**src/smcc_pkg.sv**
```systemverilog
package smcc_pkg;
	// ----------------------------------------
	// bus identity and command codes
	// ----------------------------------------
	localparam logic [6:0] TARGET_ADDR = 7'h09;
	localparam logic [7:0] CMD_CHG_CURRENT = 8'h14;
	localparam logic [7:0] CMD_CHG_VOLTAGE = 8'h15;
	localparam logic [15:0] READ_FILL = 16'hFFFF;
	// ----------------------------------------
	// values after reset and linear clamp limits
	// ----------------------------------------
	localparam logic [15:0] CUR_RST = 16'h00C0;
	localparam logic [15:0] VOLT_RST = 16'hFFF0;
	localparam logic [4:0] LIN_MAX = 5'h1F;
	localparam logic [15:0] LIN_LIMIT = 16'h0020;
	// ----------------------------------------
	// field positions
	// ----------------------------------------
	localparam int LIN_LSB = 0;
	localparam int SW_LSB = 5;
	localparam int VDAC_LSB = 4;
	// ----------------------------------------
	// timing
	// ----------------------------------------
	localparam int CLK_HZ = 25000000;
	localparam int CLK_NS = 40;
	localparam int SW_FREQ_HZ = 250000;
	localparam int PWM_PERIOD = CLK_HZ / SW_FREQ_HZ;
	localparam int DEAD_NS = 80;
	localparam int DEAD_CYC_I = (DEAD_NS + CLK_NS - 1) / CLK_NS;
	localparam logic [3:0] DEAD_CYC = 4'(DEAD_CYC_I < 1 ? 1 : DEAD_CYC_I);
	localparam logic [6:0] PWM_LAST = 7'(PWM_PERIOD - 1);
	// ----------------------------------------
	// serial port states
	// ----------------------------------------
	typedef enum logic [5:0] {
		ST_IDLE = 6'b000001,
		ST_RX = 6'b000010,
		ST_ACK = 6'b000100,
		ST_TX = 6'b001000,
		ST_MACK = 6'b010000,
		ST_WAIT = 6'b100000
	} smcc_state_t;
endpackage : smcc_pkg

```
**src/smcc_top.sv**
```systemverilog
`timescale 1ns/1ps
// How it works
// low five bits linear, high six switcher
// linear source steps one milliamp per code
// code 32 and above pins linear 31
// fixed switching period, only duty varies
// zero inductor current turns rectifier off
// dead time between the two gates
// target only, never starts a transfer
// exchanges are read-word or write-word
// master opens with start then address
// answers address 0001001, bytes 0x12/0x13
// other addresses ignored, bus left released
// voltage write drops four bits, loads ten
module smcc_top
	import smcc_pkg::*;
(
	input wire logic clock, // 25 MHz system clock
	input wire logic sys_rst, // synchronous reset, high
	input wire logic scl_in, // serial clock pin
	input wire logic sda_in, // serial data pin level
	output logic sda_out, // serial data drive value
	output logic sda_oe, // serial data drive enable
	input wire logic zero_cur_in, // inductor current at zero
	input wire logic [6:0] duty_cmd, // on-time from loop, same clock
	output logic [4:0] lin_code, // linear source code, 1 mA/step
	output logic [5:0] sw_code, // switcher current dac code
	output logic [9:0] volt_code, // voltage dac code, 16 mV/step
	output logic hs_gate, // high-side switch drive
	output logic ls_gate // rectifier drive
);
	// ----------------------------------------
	// pin synchronisers
	// ----------------------------------------
	logic scl_m_reg, scl_s_reg, scl_d_reg;
	logic sda_m_reg, sda_s_reg, sda_d_reg;
	logic zc_m_reg, zc_s_reg;
	// first stage is read only by the second
	always_ff @(posedge clock) begin
		scl_m_reg <= scl_in;
		scl_s_reg <= scl_m_reg;
		scl_d_reg <= scl_s_reg;
		sda_m_reg <= sda_in;
		sda_s_reg <= sda_m_reg;
		sda_d_reg <= sda_s_reg;
		zc_m_reg <= zero_cur_in;
		zc_s_reg <= zc_m_reg;
	end

	// bus events from the settled copies
	wire scl_rise = scl_s_reg & ~scl_d_reg;
	wire scl_fall = ~scl_s_reg & scl_d_reg;
	wire start_ev = scl_s_reg & scl_d_reg & sda_d_reg & ~sda_s_reg;
	wire stop_ev = scl_s_reg & scl_d_reg & ~sda_d_reg & sda_s_reg;

	// ----------------------------------------
	// serial target
	// ----------------------------------------
	smcc_state_t state_reg;
	logic [3:0] bit_cnt_reg;
	logic [1:0] byte_idx_reg;
	logic [7:0] rx_sh_reg, tx_sh_reg, cmd_reg, dlo_reg;
	logic rd_mode_reg, hi_sent_reg, mack_reg, oe_reg;
	logic [15:0] cur_reg, volt_reg;

	// byte decode done on the falling edge after the eighth bit
	wire byte_done = scl_fall & (bit_cnt_reg == 4'h8);
	wire addr_wr = rx_sh_reg == {TARGET_ADDR, 1'b0};
	wire addr_rd = rx_sh_reg == {TARGET_ADDR, 1'b1};
	wire [15:0] rd_word = (cmd_reg == CMD_CHG_CURRENT) ? cur_reg :
		(cmd_reg == CMD_CHG_VOLTAGE) ? volt_reg : READ_FILL;
	wire commit = (state_reg == ST_RX) & byte_done & (byte_idx_reg == 2'h3);

	// one process so start and stop override every state in one place
	always_ff @(posedge clock) begin
		if (sys_rst) begin
			state_reg <= ST_IDLE;
			bit_cnt_reg <= 4'h0;
			byte_idx_reg <= 2'h0;
			rx_sh_reg <= 8'h00;
			tx_sh_reg <= 8'h00;
			cmd_reg <= 8'h00;
			dlo_reg <= 8'h00;
			rd_mode_reg <= 1'b0;
			hi_sent_reg <= 1'b0;
			mack_reg <= 1'b1;
			oe_reg <= 1'b0;
		end else if (start_ev) begin // also a repeated start
			state_reg <= ST_RX;
			bit_cnt_reg <= 4'h0;
			byte_idx_reg <= 2'h0;
			oe_reg <= 1'b0;
		end else if (stop_ev) begin
			state_reg <= ST_IDLE;
			oe_reg <= 1'b0;
		end else begin
			case (state_reg)
				ST_RX: begin
					if (scl_rise) begin
						rx_sh_reg <= {rx_sh_reg[6:0], sda_s_reg};
						bit_cnt_reg <= bit_cnt_reg + 4'h1;
					end else if (byte_done) begin
						if (byte_idx_reg == 2'h0 && !(addr_wr || addr_rd)) begin
							state_reg <= ST_WAIT;
						end else begin
							state_reg <= ST_ACK;
							oe_reg <= 1'b1;
							if (byte_idx_reg == 2'h0) begin
								rd_mode_reg <= addr_rd;
							end
							if (byte_idx_reg == 2'h1) begin
								cmd_reg <= rx_sh_reg;
							end
							if (byte_idx_reg == 2'h2) begin
								dlo_reg <= rx_sh_reg;
							end
						end
					end
				end
				ST_ACK: begin
					if (scl_fall) begin
						bit_cnt_reg <= 4'h0;
						if (rd_mode_reg && byte_idx_reg == 2'h0) begin
							// read word: low byte leaves first
							state_reg <= ST_TX;
							tx_sh_reg <= rd_word[7:0];
							oe_reg <= ~rd_word[7];
							hi_sent_reg <= 1'b0;
						end else if (byte_idx_reg == 2'h3) begin
							state_reg <= ST_WAIT; // a fifth byte is not taken
							oe_reg <= 1'b0;
						end else begin
							state_reg <= ST_RX;
							byte_idx_reg <= byte_idx_reg + 2'h1;
							oe_reg <= 1'b0;
						end
					end
				end
				ST_TX: begin
					if (scl_rise) begin
						bit_cnt_reg <= bit_cnt_reg + 4'h1;
					end else if (byte_done) begin
						state_reg <= ST_MACK;
						oe_reg <= 1'b0;
					end else if (scl_fall) begin
						tx_sh_reg <= {tx_sh_reg[6:0], 1'b1};
						oe_reg <= ~tx_sh_reg[6];
					end
				end
				ST_MACK: begin
					if (scl_rise) begin
						mack_reg <= sda_s_reg;
					end else if (scl_fall) begin
						if (!mack_reg && !hi_sent_reg) begin
							state_reg <= ST_TX;
							bit_cnt_reg <= 4'h0;
							tx_sh_reg <= rd_word[15:8];
							oe_reg <= ~rd_word[15];
							hi_sent_reg <= 1'b1;
						end else begin
							state_reg <= ST_WAIT;
						end
					end
				end
				ST_IDLE, ST_WAIT: begin
					oe_reg <= 1'b0;
				end
				default: begin
					state_reg <= ST_IDLE;
					oe_reg <= 1'b0;
				end
			endcase
		end
	end

	// open-drain: only ever pulls low, and only as an addressed target
	assign sda_out = 1'b0;
	assign sda_oe = oe_reg;

	// ----------------------------------------
	// setting words and dac codes
	// ----------------------------------------
	wire wr_cur = commit & (cmd_reg == CMD_CHG_CURRENT);
	wire wr_volt = commit & (cmd_reg == CMD_CHG_VOLTAGE);
	wire [15:0] wr_word = {rx_sh_reg, dlo_reg};
	// values past the 11-bit range saturate the switcher code
	wire [5:0] sw_next = (cur_reg[15:11] != 5'h00) ? 6'h3F : cur_reg[10:SW_LSB];
	// keeps the total monotonic whatever the sense path offset
	wire [4:0] lin_next = (cur_reg >= LIN_LIMIT) ? LIN_MAX : cur_reg[LIN_LSB +: 5];
	// the two top bits force full scale
	wire [9:0] volt_next = (volt_reg[15:14] != 2'b00) ? 10'h3FF : volt_reg[13:VDAC_LSB];

	always_ff @(posedge clock) begin
		if (sys_rst) begin
			cur_reg <= CUR_RST;
			volt_reg <= VOLT_RST;
		end else begin
			if (wr_cur) cur_reg <= wr_word;
			if (wr_volt) volt_reg <= wr_word;
		end
	end

	always_ff @(posedge clock) begin
		lin_code <= lin_next;
		sw_code <= sw_next;
		volt_code <= volt_next;
	end

	// ----------------------------------------
	// switching period and gate drive
	// ----------------------------------------
	logic [6:0] pwm_cnt_reg;
	logic [3:0] dead_cnt_reg;
	logic hs_reg, ls_reg;

	// the period never moves; the loop only sets on-time
	wire hs_want = pwm_cnt_reg < duty_cmd;
	wire ls_want = ~hs_want & ~zc_s_reg;
	wire dead_zero = dead_cnt_reg == 4'h0;
	wire hs_next = hs_want & ~ls_reg & (hs_reg | dead_zero);
	wire ls_next = ls_want & ~hs_reg & (ls_reg | dead_zero);
	wire gate_off = (hs_reg & ~hs_next) | (ls_reg & ~ls_next);

	always_ff @(posedge clock) begin
		if (sys_rst) begin
			pwm_cnt_reg <= 7'h00;
			dead_cnt_reg <= DEAD_CYC;
			hs_reg <= 1'b0;
			ls_reg <= 1'b0;
		end else begin
			pwm_cnt_reg <= (pwm_cnt_reg == PWM_LAST) ? 7'h00 : pwm_cnt_reg + 7'h01;
			dead_cnt_reg <= gate_off ? DEAD_CYC : (dead_zero ? 4'h0 : dead_cnt_reg - 4'h1);
			hs_reg <= hs_next;
			ls_reg <= ls_next;
		end
	end

	assign hs_gate = hs_reg;
	assign ls_gate = ls_reg;
endmodule : smcc_top

```
**config.mk**
```make
export PLATFORM = sky130hd
export DESIGN_NAME = smcc_top
export DESIGN_NICKNAME = d
export VERILOG_FILES = /design/src/smcc_pkg.sv /design/src/smcc_top.sv
export SDC_FILE = /design/constraint.sdc
export NUM_CORES = 1
export LEC_CHECK = 0
export BUFFER_PORTS_ARGS = -buffer_cell sky130_fd_sc_hd__buf_2
export CAP_MARGIN = 25
export CORE_MARGIN = 2
export CORE_UTILIZATION = 54
export DETAILED_ROUTE_END_ITERATION = 10
export GPL_ROUTABILITY_DRIVEN = 0
export GPL_TIMING_DRIVEN = 0
export PLACE_DENSITY = 0.76
export SLEW_MARGIN = 10
export SYNTH_ARGS = -nofsm -noshare
export SYNTH_HDL_FRONTEND = slang
export SYNTH_SLANG_ARGS = --single-unit
```
**constraint.sdc**
```tcl
create_clock -name clock -period 2.03 [get_ports clock]
set_input_delay 0.203 -clock clock [delete_from_list [all_inputs] [get_ports clock]]
set_output_delay 0.203 -clock clock [all_outputs]
set_load 0.05 [all_outputs]
```
==> flow_summary.toml, run 1 <==
[timing]
fmax_mhz = 475
final.setup_skew_ns = 0.00777
post-route-min-period_ns = 2.11
slew_headroom_pct = 57.8
slew_violations = 0
min_period_over_period_pct = 104
rsz0062_at_grt = "true"
final-setup-viol-count = 6
setup_ws_ns = -0.0752
tightest_slew_ns = 0.634
hold_viol_final = 0

[power]
power.density_mw_per_mm2 = 871
irDropWorstVdd_mv = 0.645
power.leakage_uw = 0.00264
finalPower_uw = 5900

[cts]
cts_tree = "yes"
cts.sink_count = 121
path_clk_slew_ns = 0.06
cts.htree.levels = 4
cts_buffer_depth = 2
cts_buffers = 17
cts-root-buf = "clkbuf_8"
clock_latency_ns = 0.52

[finish]
nFillCells = 600
nets = 707
diodes = 0
final_util_pct = 74.0
area_growth_syn_to_layout_pct = 33.8
drive_gt1_share_pct = 27.7

[worst_setup_path]
slowest_stage = "nor4b_4"
worstPathMaxFanout = 4
max_stage_delay_ns = 0.39
crit_type = "flip-flop to flip-flop"
endpoint_kind = "flip-flop"
start_kind = "flip-flop"
crit_chain = "buf_6, buf_12, nor4b_4, nand3_2, o21a_1, a21oi_4, buf_6, nand4_1, o211a_1"
cpMostUsedCell = "buf_6"
required_ns = 2.44
critPathArrivalTime_ns = 2.51

[global_routing]
grt_use_met2_pct = 47.3
track_usage_pct = 27.4
grt_first_pass_wirelength_um = 21500
grt_max_degree = 17
grt_use_met3_pct = 6.24
grt-busiest-layer = "met2"
grt_pass1_vias = 4521
grt_use_met1_pct = 32.1
overflow = 0
antenna_found_initial = 0

[routing]
drtIter0Drc = 451
firstDrtPassIters = 6
wl_um = 14200
vias = 4854
drc = 0
wire_per_inst_um = 17.7
drt.antenna.violating_nets = 0
via_per_inst = 6.03

[placed_design]
place_hpwl_um = 8490
dp_slack_ns = -0.464
numPortBuffers = 35

[synth]
async_reset_ff_share_pct = 0
synthAdderAreaFrac_pct = 3.46
synth_fp_nets = 616
muxShareOfSynthArea_pct = 2.37
ys_types = 57
synthCells = 590
synth-compound-area-share_pct = 15.5
synth_area_mm2 = 0.00506
synth.ff_latch_count = 121
ys.flop_type = "dfxtp_1"
synth_warnings = 0
synth_seq_area_share_pct = 47.8
synth_top_family_by_area = "simple AND/OR/NAND/NOR gates"
synth-edff-count = 0
synthSimpleGateAreaFrac_pct = 24.6
synth-xor-area-share_pct = 1.56
syn_avg_cell_area_um2 = 8.58

[die]
start_util_pct = 55.3
design.portCount = 37
dieWidth_um = 101
die-height_um = 101
die_area_mm2 = 0.0102
core_area_mm2 = 0.00915
num_rows = 35

[status]
violations = "negative setup slack"
status = "finished with violations"

[job]
drv_cap = 0

[hold_path]
hold_class = "input port to flip-flop"
[placed cells by master (no fill, tap or decap), types with 5 or more instances in the layout]
cell type,Yosys,layout
buf_2,3,36
nor2b_1,5,5
dfxtp_4,0,5
ha_1,14,10
nor2_1,39,34
a21oi_1,51,48
o221ai_1,11,10
nor3_1,10,9
nand2_1,106,105
nor2_4,0,6
o211ai_1,14,14
dfxtp_2,0,7
o21ai_0,10,8
clkbuf_16,0,16
or2_2,9,8
buf_4,1,32
nand2b_1,5,5
or3_1,11,10
bufinv_16,0,5
nand4_1,9,9
o211a_1,5,5
nand3_1,33,30
inv_1,22,22
mux2i_1,12,12
buf_6,3,8
clkbuf_1,21,10
clkbuf_2,1,5
dfxtp_1,121,109
[metal layers]
layer	wire length (um)	vias up
met2	6990	257
met5	0	-
met1	5630	2274
li1	-	2259
met4	583	0
met3	1030	64
[worst max-delay path, delay by kind of cell, from the launching register on]
kind | cells | cell delay [ns]
AOI/OAI and AO/OA | 3 | 0.60
DFF | 1 | 0.31
buffers and inverters | 3 | 0.39
and+or+nand+nor | 3 | 0.70
[cell families after synthesis]
| logic type | Yosys count |
|---|---|
| buf+inv | 53 |
| fa+ha+maj | 14 |
| compound gates | 121 |
| mux | 12 |
| flops | 121 |
| xor+xnor | 9 |
| other cells | 1 |
| simple gates | 259 |
[area by class of cell]
cell class | instances | area (um^2) | share of cell area (%)
flip-flops and latches | 121 | 2450 | 36.2
multi-input cells | 416 | 2760 | 40.7
clock buffers | 19 | 442 | 6.52
plain buffers | 25 | 146 | 2.16
repair buffers | 76 | 537 | 7.93
clock inverters | 13 | 211 | 3.12
inverters | 24 | 90.1 | 1.33
well taps | 111 | 139 | 2.05
[worst paths after layout]
path                 from           end  slack (ns)  cells after the start
max          state_reg[3]  tx_sh_reg[1]       -0.08                      9
min reg2reg     scl_m_reg     scl_s_reg        0.33                      0
min                scl_in     scl_m_reg        0.32                      2
max reg2reg  state_reg[3]  tx_sh_reg[1]       -0.08                      9
[synthesized netlist by cell type (5+ instances only)]
cell      count  area, um^2
nand3_1      33         165
inv_1        22        82.6
xnor2_1       5        43.8
nor2b_1       5        31.3
o221ai_1     11        96.3
o21ai_0      10        50.1
a21oi_1      51         255
o211a_1       5        50.1
clkbuf_1     21        78.8
ha_1         14         175
nand2_1     106         398
nand2b_1      5        31.3
or3_1        11        68.8
nor2_1       39         146
dfxtp_1     121        2420
or2_2         9        56.3
o211ai_1     14         105
and2_1        5        31.3
nand4_1       9        56.3
nor3_1       10        50.1
mux2i_1      12         120
[timing repair]
action,in CTS,in global routing
hold endpoints to repair,4,0
hold buffers,4,0
gates cloned,0,1
resized for setup,56,50
pin swaps,16,19
buffers inserted,20,16
setup endpoints to repair,84,65
[power by group]
group	internal [uW]	total [uW]	switching, uW
logic	61.8	168	106
clock network	2200	3320	1120
registers	2390	2410	24.0
[stage by stage]
| stage | hold slack (ns) | TNS, ns | area, um^2 | std cells |
|---|---|---|---|---|
| 6_report | 0.321 | -0.240 | 6770 | 805 |
| 5_1_grt | 0.315 | -0.748 | 6770 | 805 |
| 4_1_cts | 0.309 | -0.124 | 6480 | 790 |
| 3_5_place_dp | 0.307 | -18.83 | 5390 | 736 |
| 3_3_place_gp | 0.305 | -16.90 | 5390 | 736 |
| 2_1_floorplan | 0.231 | -0.0233 | 5080 | 590 |
Power figures use the tool's default switching activity.
==> run 2: changes to the inputs <==
--- a/config.mk
+++ b/config.mk
@@ -17,3 +17,4 @@
 export SYNTH_ARGS = -nofsm -noshare
 export SYNTH_HDL_FRONTEND = slang
 export SYNTH_SLANG_ARGS = --single-unit
+export TNS_END_PERCENT = 20
==> run 2 against run 1 <==
Compared with the run above: via count decreased by 2.4%; first-iteration DRC count rose by 11%; cell area decreased by 4.8%; critical endpoint is now bit_cnt_reg[3]; global-route usage down 0.44 points; fmax rose by 0.89%; sequential share of layout area up 1.8 points; the run still ends with negative setup slack left; clock skew grew 0.00059 ns; clock-buffer cell count fell by 1; critical path type unchanged.
==> flow_summary.toml, run 2 (synthesized netlist as in run 1, its figures left out) <==
[routing]
wire_per_inst_um = 17.2
drc = 0
drtIter0Drc = 500
vias = 4739
drt.antenna.violating_nets = 0
via_per_inst = 6.03
wl_um = 13500
firstDrtPassIters = 5

[cts]
cts_buffers = 17
cts-root-buf = "clkbuf_8"
cts_buffer_depth = 2
clock_latency_ns = 0.53
cts.sink_count = 121
cts_tree = "yes"
path_clk_slew_ns = 0.06
cts.htree.levels = 4

[finish]
nFillCells = 672
final_util_pct = 70.4
drive_gt1_share_pct = 24.7
diodes = 0
layout_commonest_cell = "dfxtp_1"
area_growth_syn_to_layout_pct = 27.3
layout_common_cells = "109 x dfxtp_1, 105 x nand2_1, 47 x a21oi_1"
multi_input_area_mm2 = 0.00268
ff_latch_area_mm2 = 0.00245
nets = 688

[job]
drv_cap = 0

[timing]
slew_violations = 0
setup_ws_ns = -0.0566
slew_headroom_pct = 55.5
hold_viol_final = 0
final-setup-viol-count = 2
whs_ns = 0.185
min_period_over_period_pct = 103
post-route-min-period_ns = 2.09
rsz0062_at_grt = "true"
tightest_slew_ns = 0.668
fmax_mhz = 479
final.setup_skew_ns = 0.00836

[die]
die_area_mm2 = 0.0102
die-height_um = 101
dieWidth_um = 101
core_area_mm2 = 0.00915
start_util_pct = 55.3
design.portCount = 37
num_rows = 35

[placed_design]
numPortBuffers = 35
place_hpwl_um = 8520

[hold_path]
min-delay-start = "duty_cmd[6]"
hold_class = "input port to flip-flop"

[global_routing]
grt_max_degree = 17
grt_first_pass_wirelength_um = 21200
grt_pass1_vias = 4439
overflow = 0
track_usage_pct = 27.0
antenna_found_initial = 0

[worst_setup_path]
slowest_stage = "or4_1"
endpoint_kind = "flip-flop"
crit_type = "flip-flop to flip-flop"
start_kind = "flip-flop"
crit_chain = "buf_8, xnor2_2, or3_1, a211o_1, or2_4, or4_1, a21oi_1"
worstPathMaxFanout = 7
required_ns = 2.49
max_stage_delay_ns = 0.39
critPathArrivalTime_ns = 2.55
worstSetupStartpoint = "state_reg[3]"
reg2reg_from = "state_reg[3]"

[power]
power.density_mw_per_mm2 = 851
irDropWorstVdd_mv = 0.631
power.leakage_uw = 0.00248
switching_power_uw = 1260
pwr-share-clk_pct = 53.1
combPwrFrac_pct = 2.9
internal_power_uw = 4230
swShare_pct = 22.9
seq_power_share_pct = 44.0

[status]
status = "finished with violations"
violations = "negative setup slack"
-- run 2: changes by cell type in the layout (fill, tap and decap cells not counted), moves of 3 or more --
cell	before	now
bufinv_16	5	2
buf_6	8	5
buf_4	32	19
nor2_2	0	3
nor2_4	6	3
-- run 2: layer usage --
layer  track usage [%]  routed length (um)
met2              43.6                6420
met5                 0                   0
met3              6.87                 853
met1              33.0                5650
met4              14.3                 561
-- run 2: layout make-up --
type | count | area share [%]
flip-flops and latches | 121 | 38.0
repair buffers | 55 | 5.20
multi-input cells | 416 | 41.6
plain buffers | 27 | 2.81
clock buffers | 18 | 6.64
well taps | 111 | 2.15
clock inverters | 14 | 2.27
inverters | 24 | 1.40
-- run 2: stage by stage --
stage / setup TNS [ns] / instances / power, uW / setup WS [ns] / instance area [um^2]
after floorplan: -0.0377 / 590 / 2560 / -0.0233 / 5080
after global placement: -16.52 / 736 / 2600 / -0.463 / 5390
after detailed placement: -19.00 / 736 / 2610 / -0.497 / 5390
after CTS: -0.202 / 774 / 5480 / -0.143 / 6160
after global routing: -1.07 / 786 / 5630 / -0.175 / 6450
final: -0.0681 / 786 / 5490 / -0.0566 / 6450
-- run 2: power groups by stage --
stage | Combinational (uW) | Sequential (uW) | Clock [uW]
after detailed placement | 137 | 2470 | 0
final | 158 | 2410 | 2920
after global placement | 133 | 2470 | 0
after CTS | 143 | 2420 | 2920
after global routing | 175 | 2420 | 3040
after floorplan | 88.8 | 2470 | 0
-- run 2: path summary, 6_finish.rpt --
path | to | slack, ns | cells past startpoint
setup / recovery | bit_cnt_reg[3] | -0.06 | 7
hold / removal | hs_gate | 0.19 | 6
setup reg to reg | bit_cnt_reg[3] | -0.06 | 7
hold reg to reg | sda_s_reg | 0.33 | 0
-- run 2: what timing repair did --
action	in CTS	in global routing
setup buffers	4	12
gates resized for setup	39	58
hold buffers	3	1
hold endpoints to repair	4	1
endpoints found under the setup margin	83	70
pin swaps	6	13
-- run 2: critical path: cells and delay by family, from the launching register on --
family                    cells  cell delay, ns
buffers and inverters         1            0.14
DFF                           1            0.33
xor gates and xnor gates      1            0.14
AOI/OAI and AO/OA             2            0.45
and+or+nand+nor               3            0.96
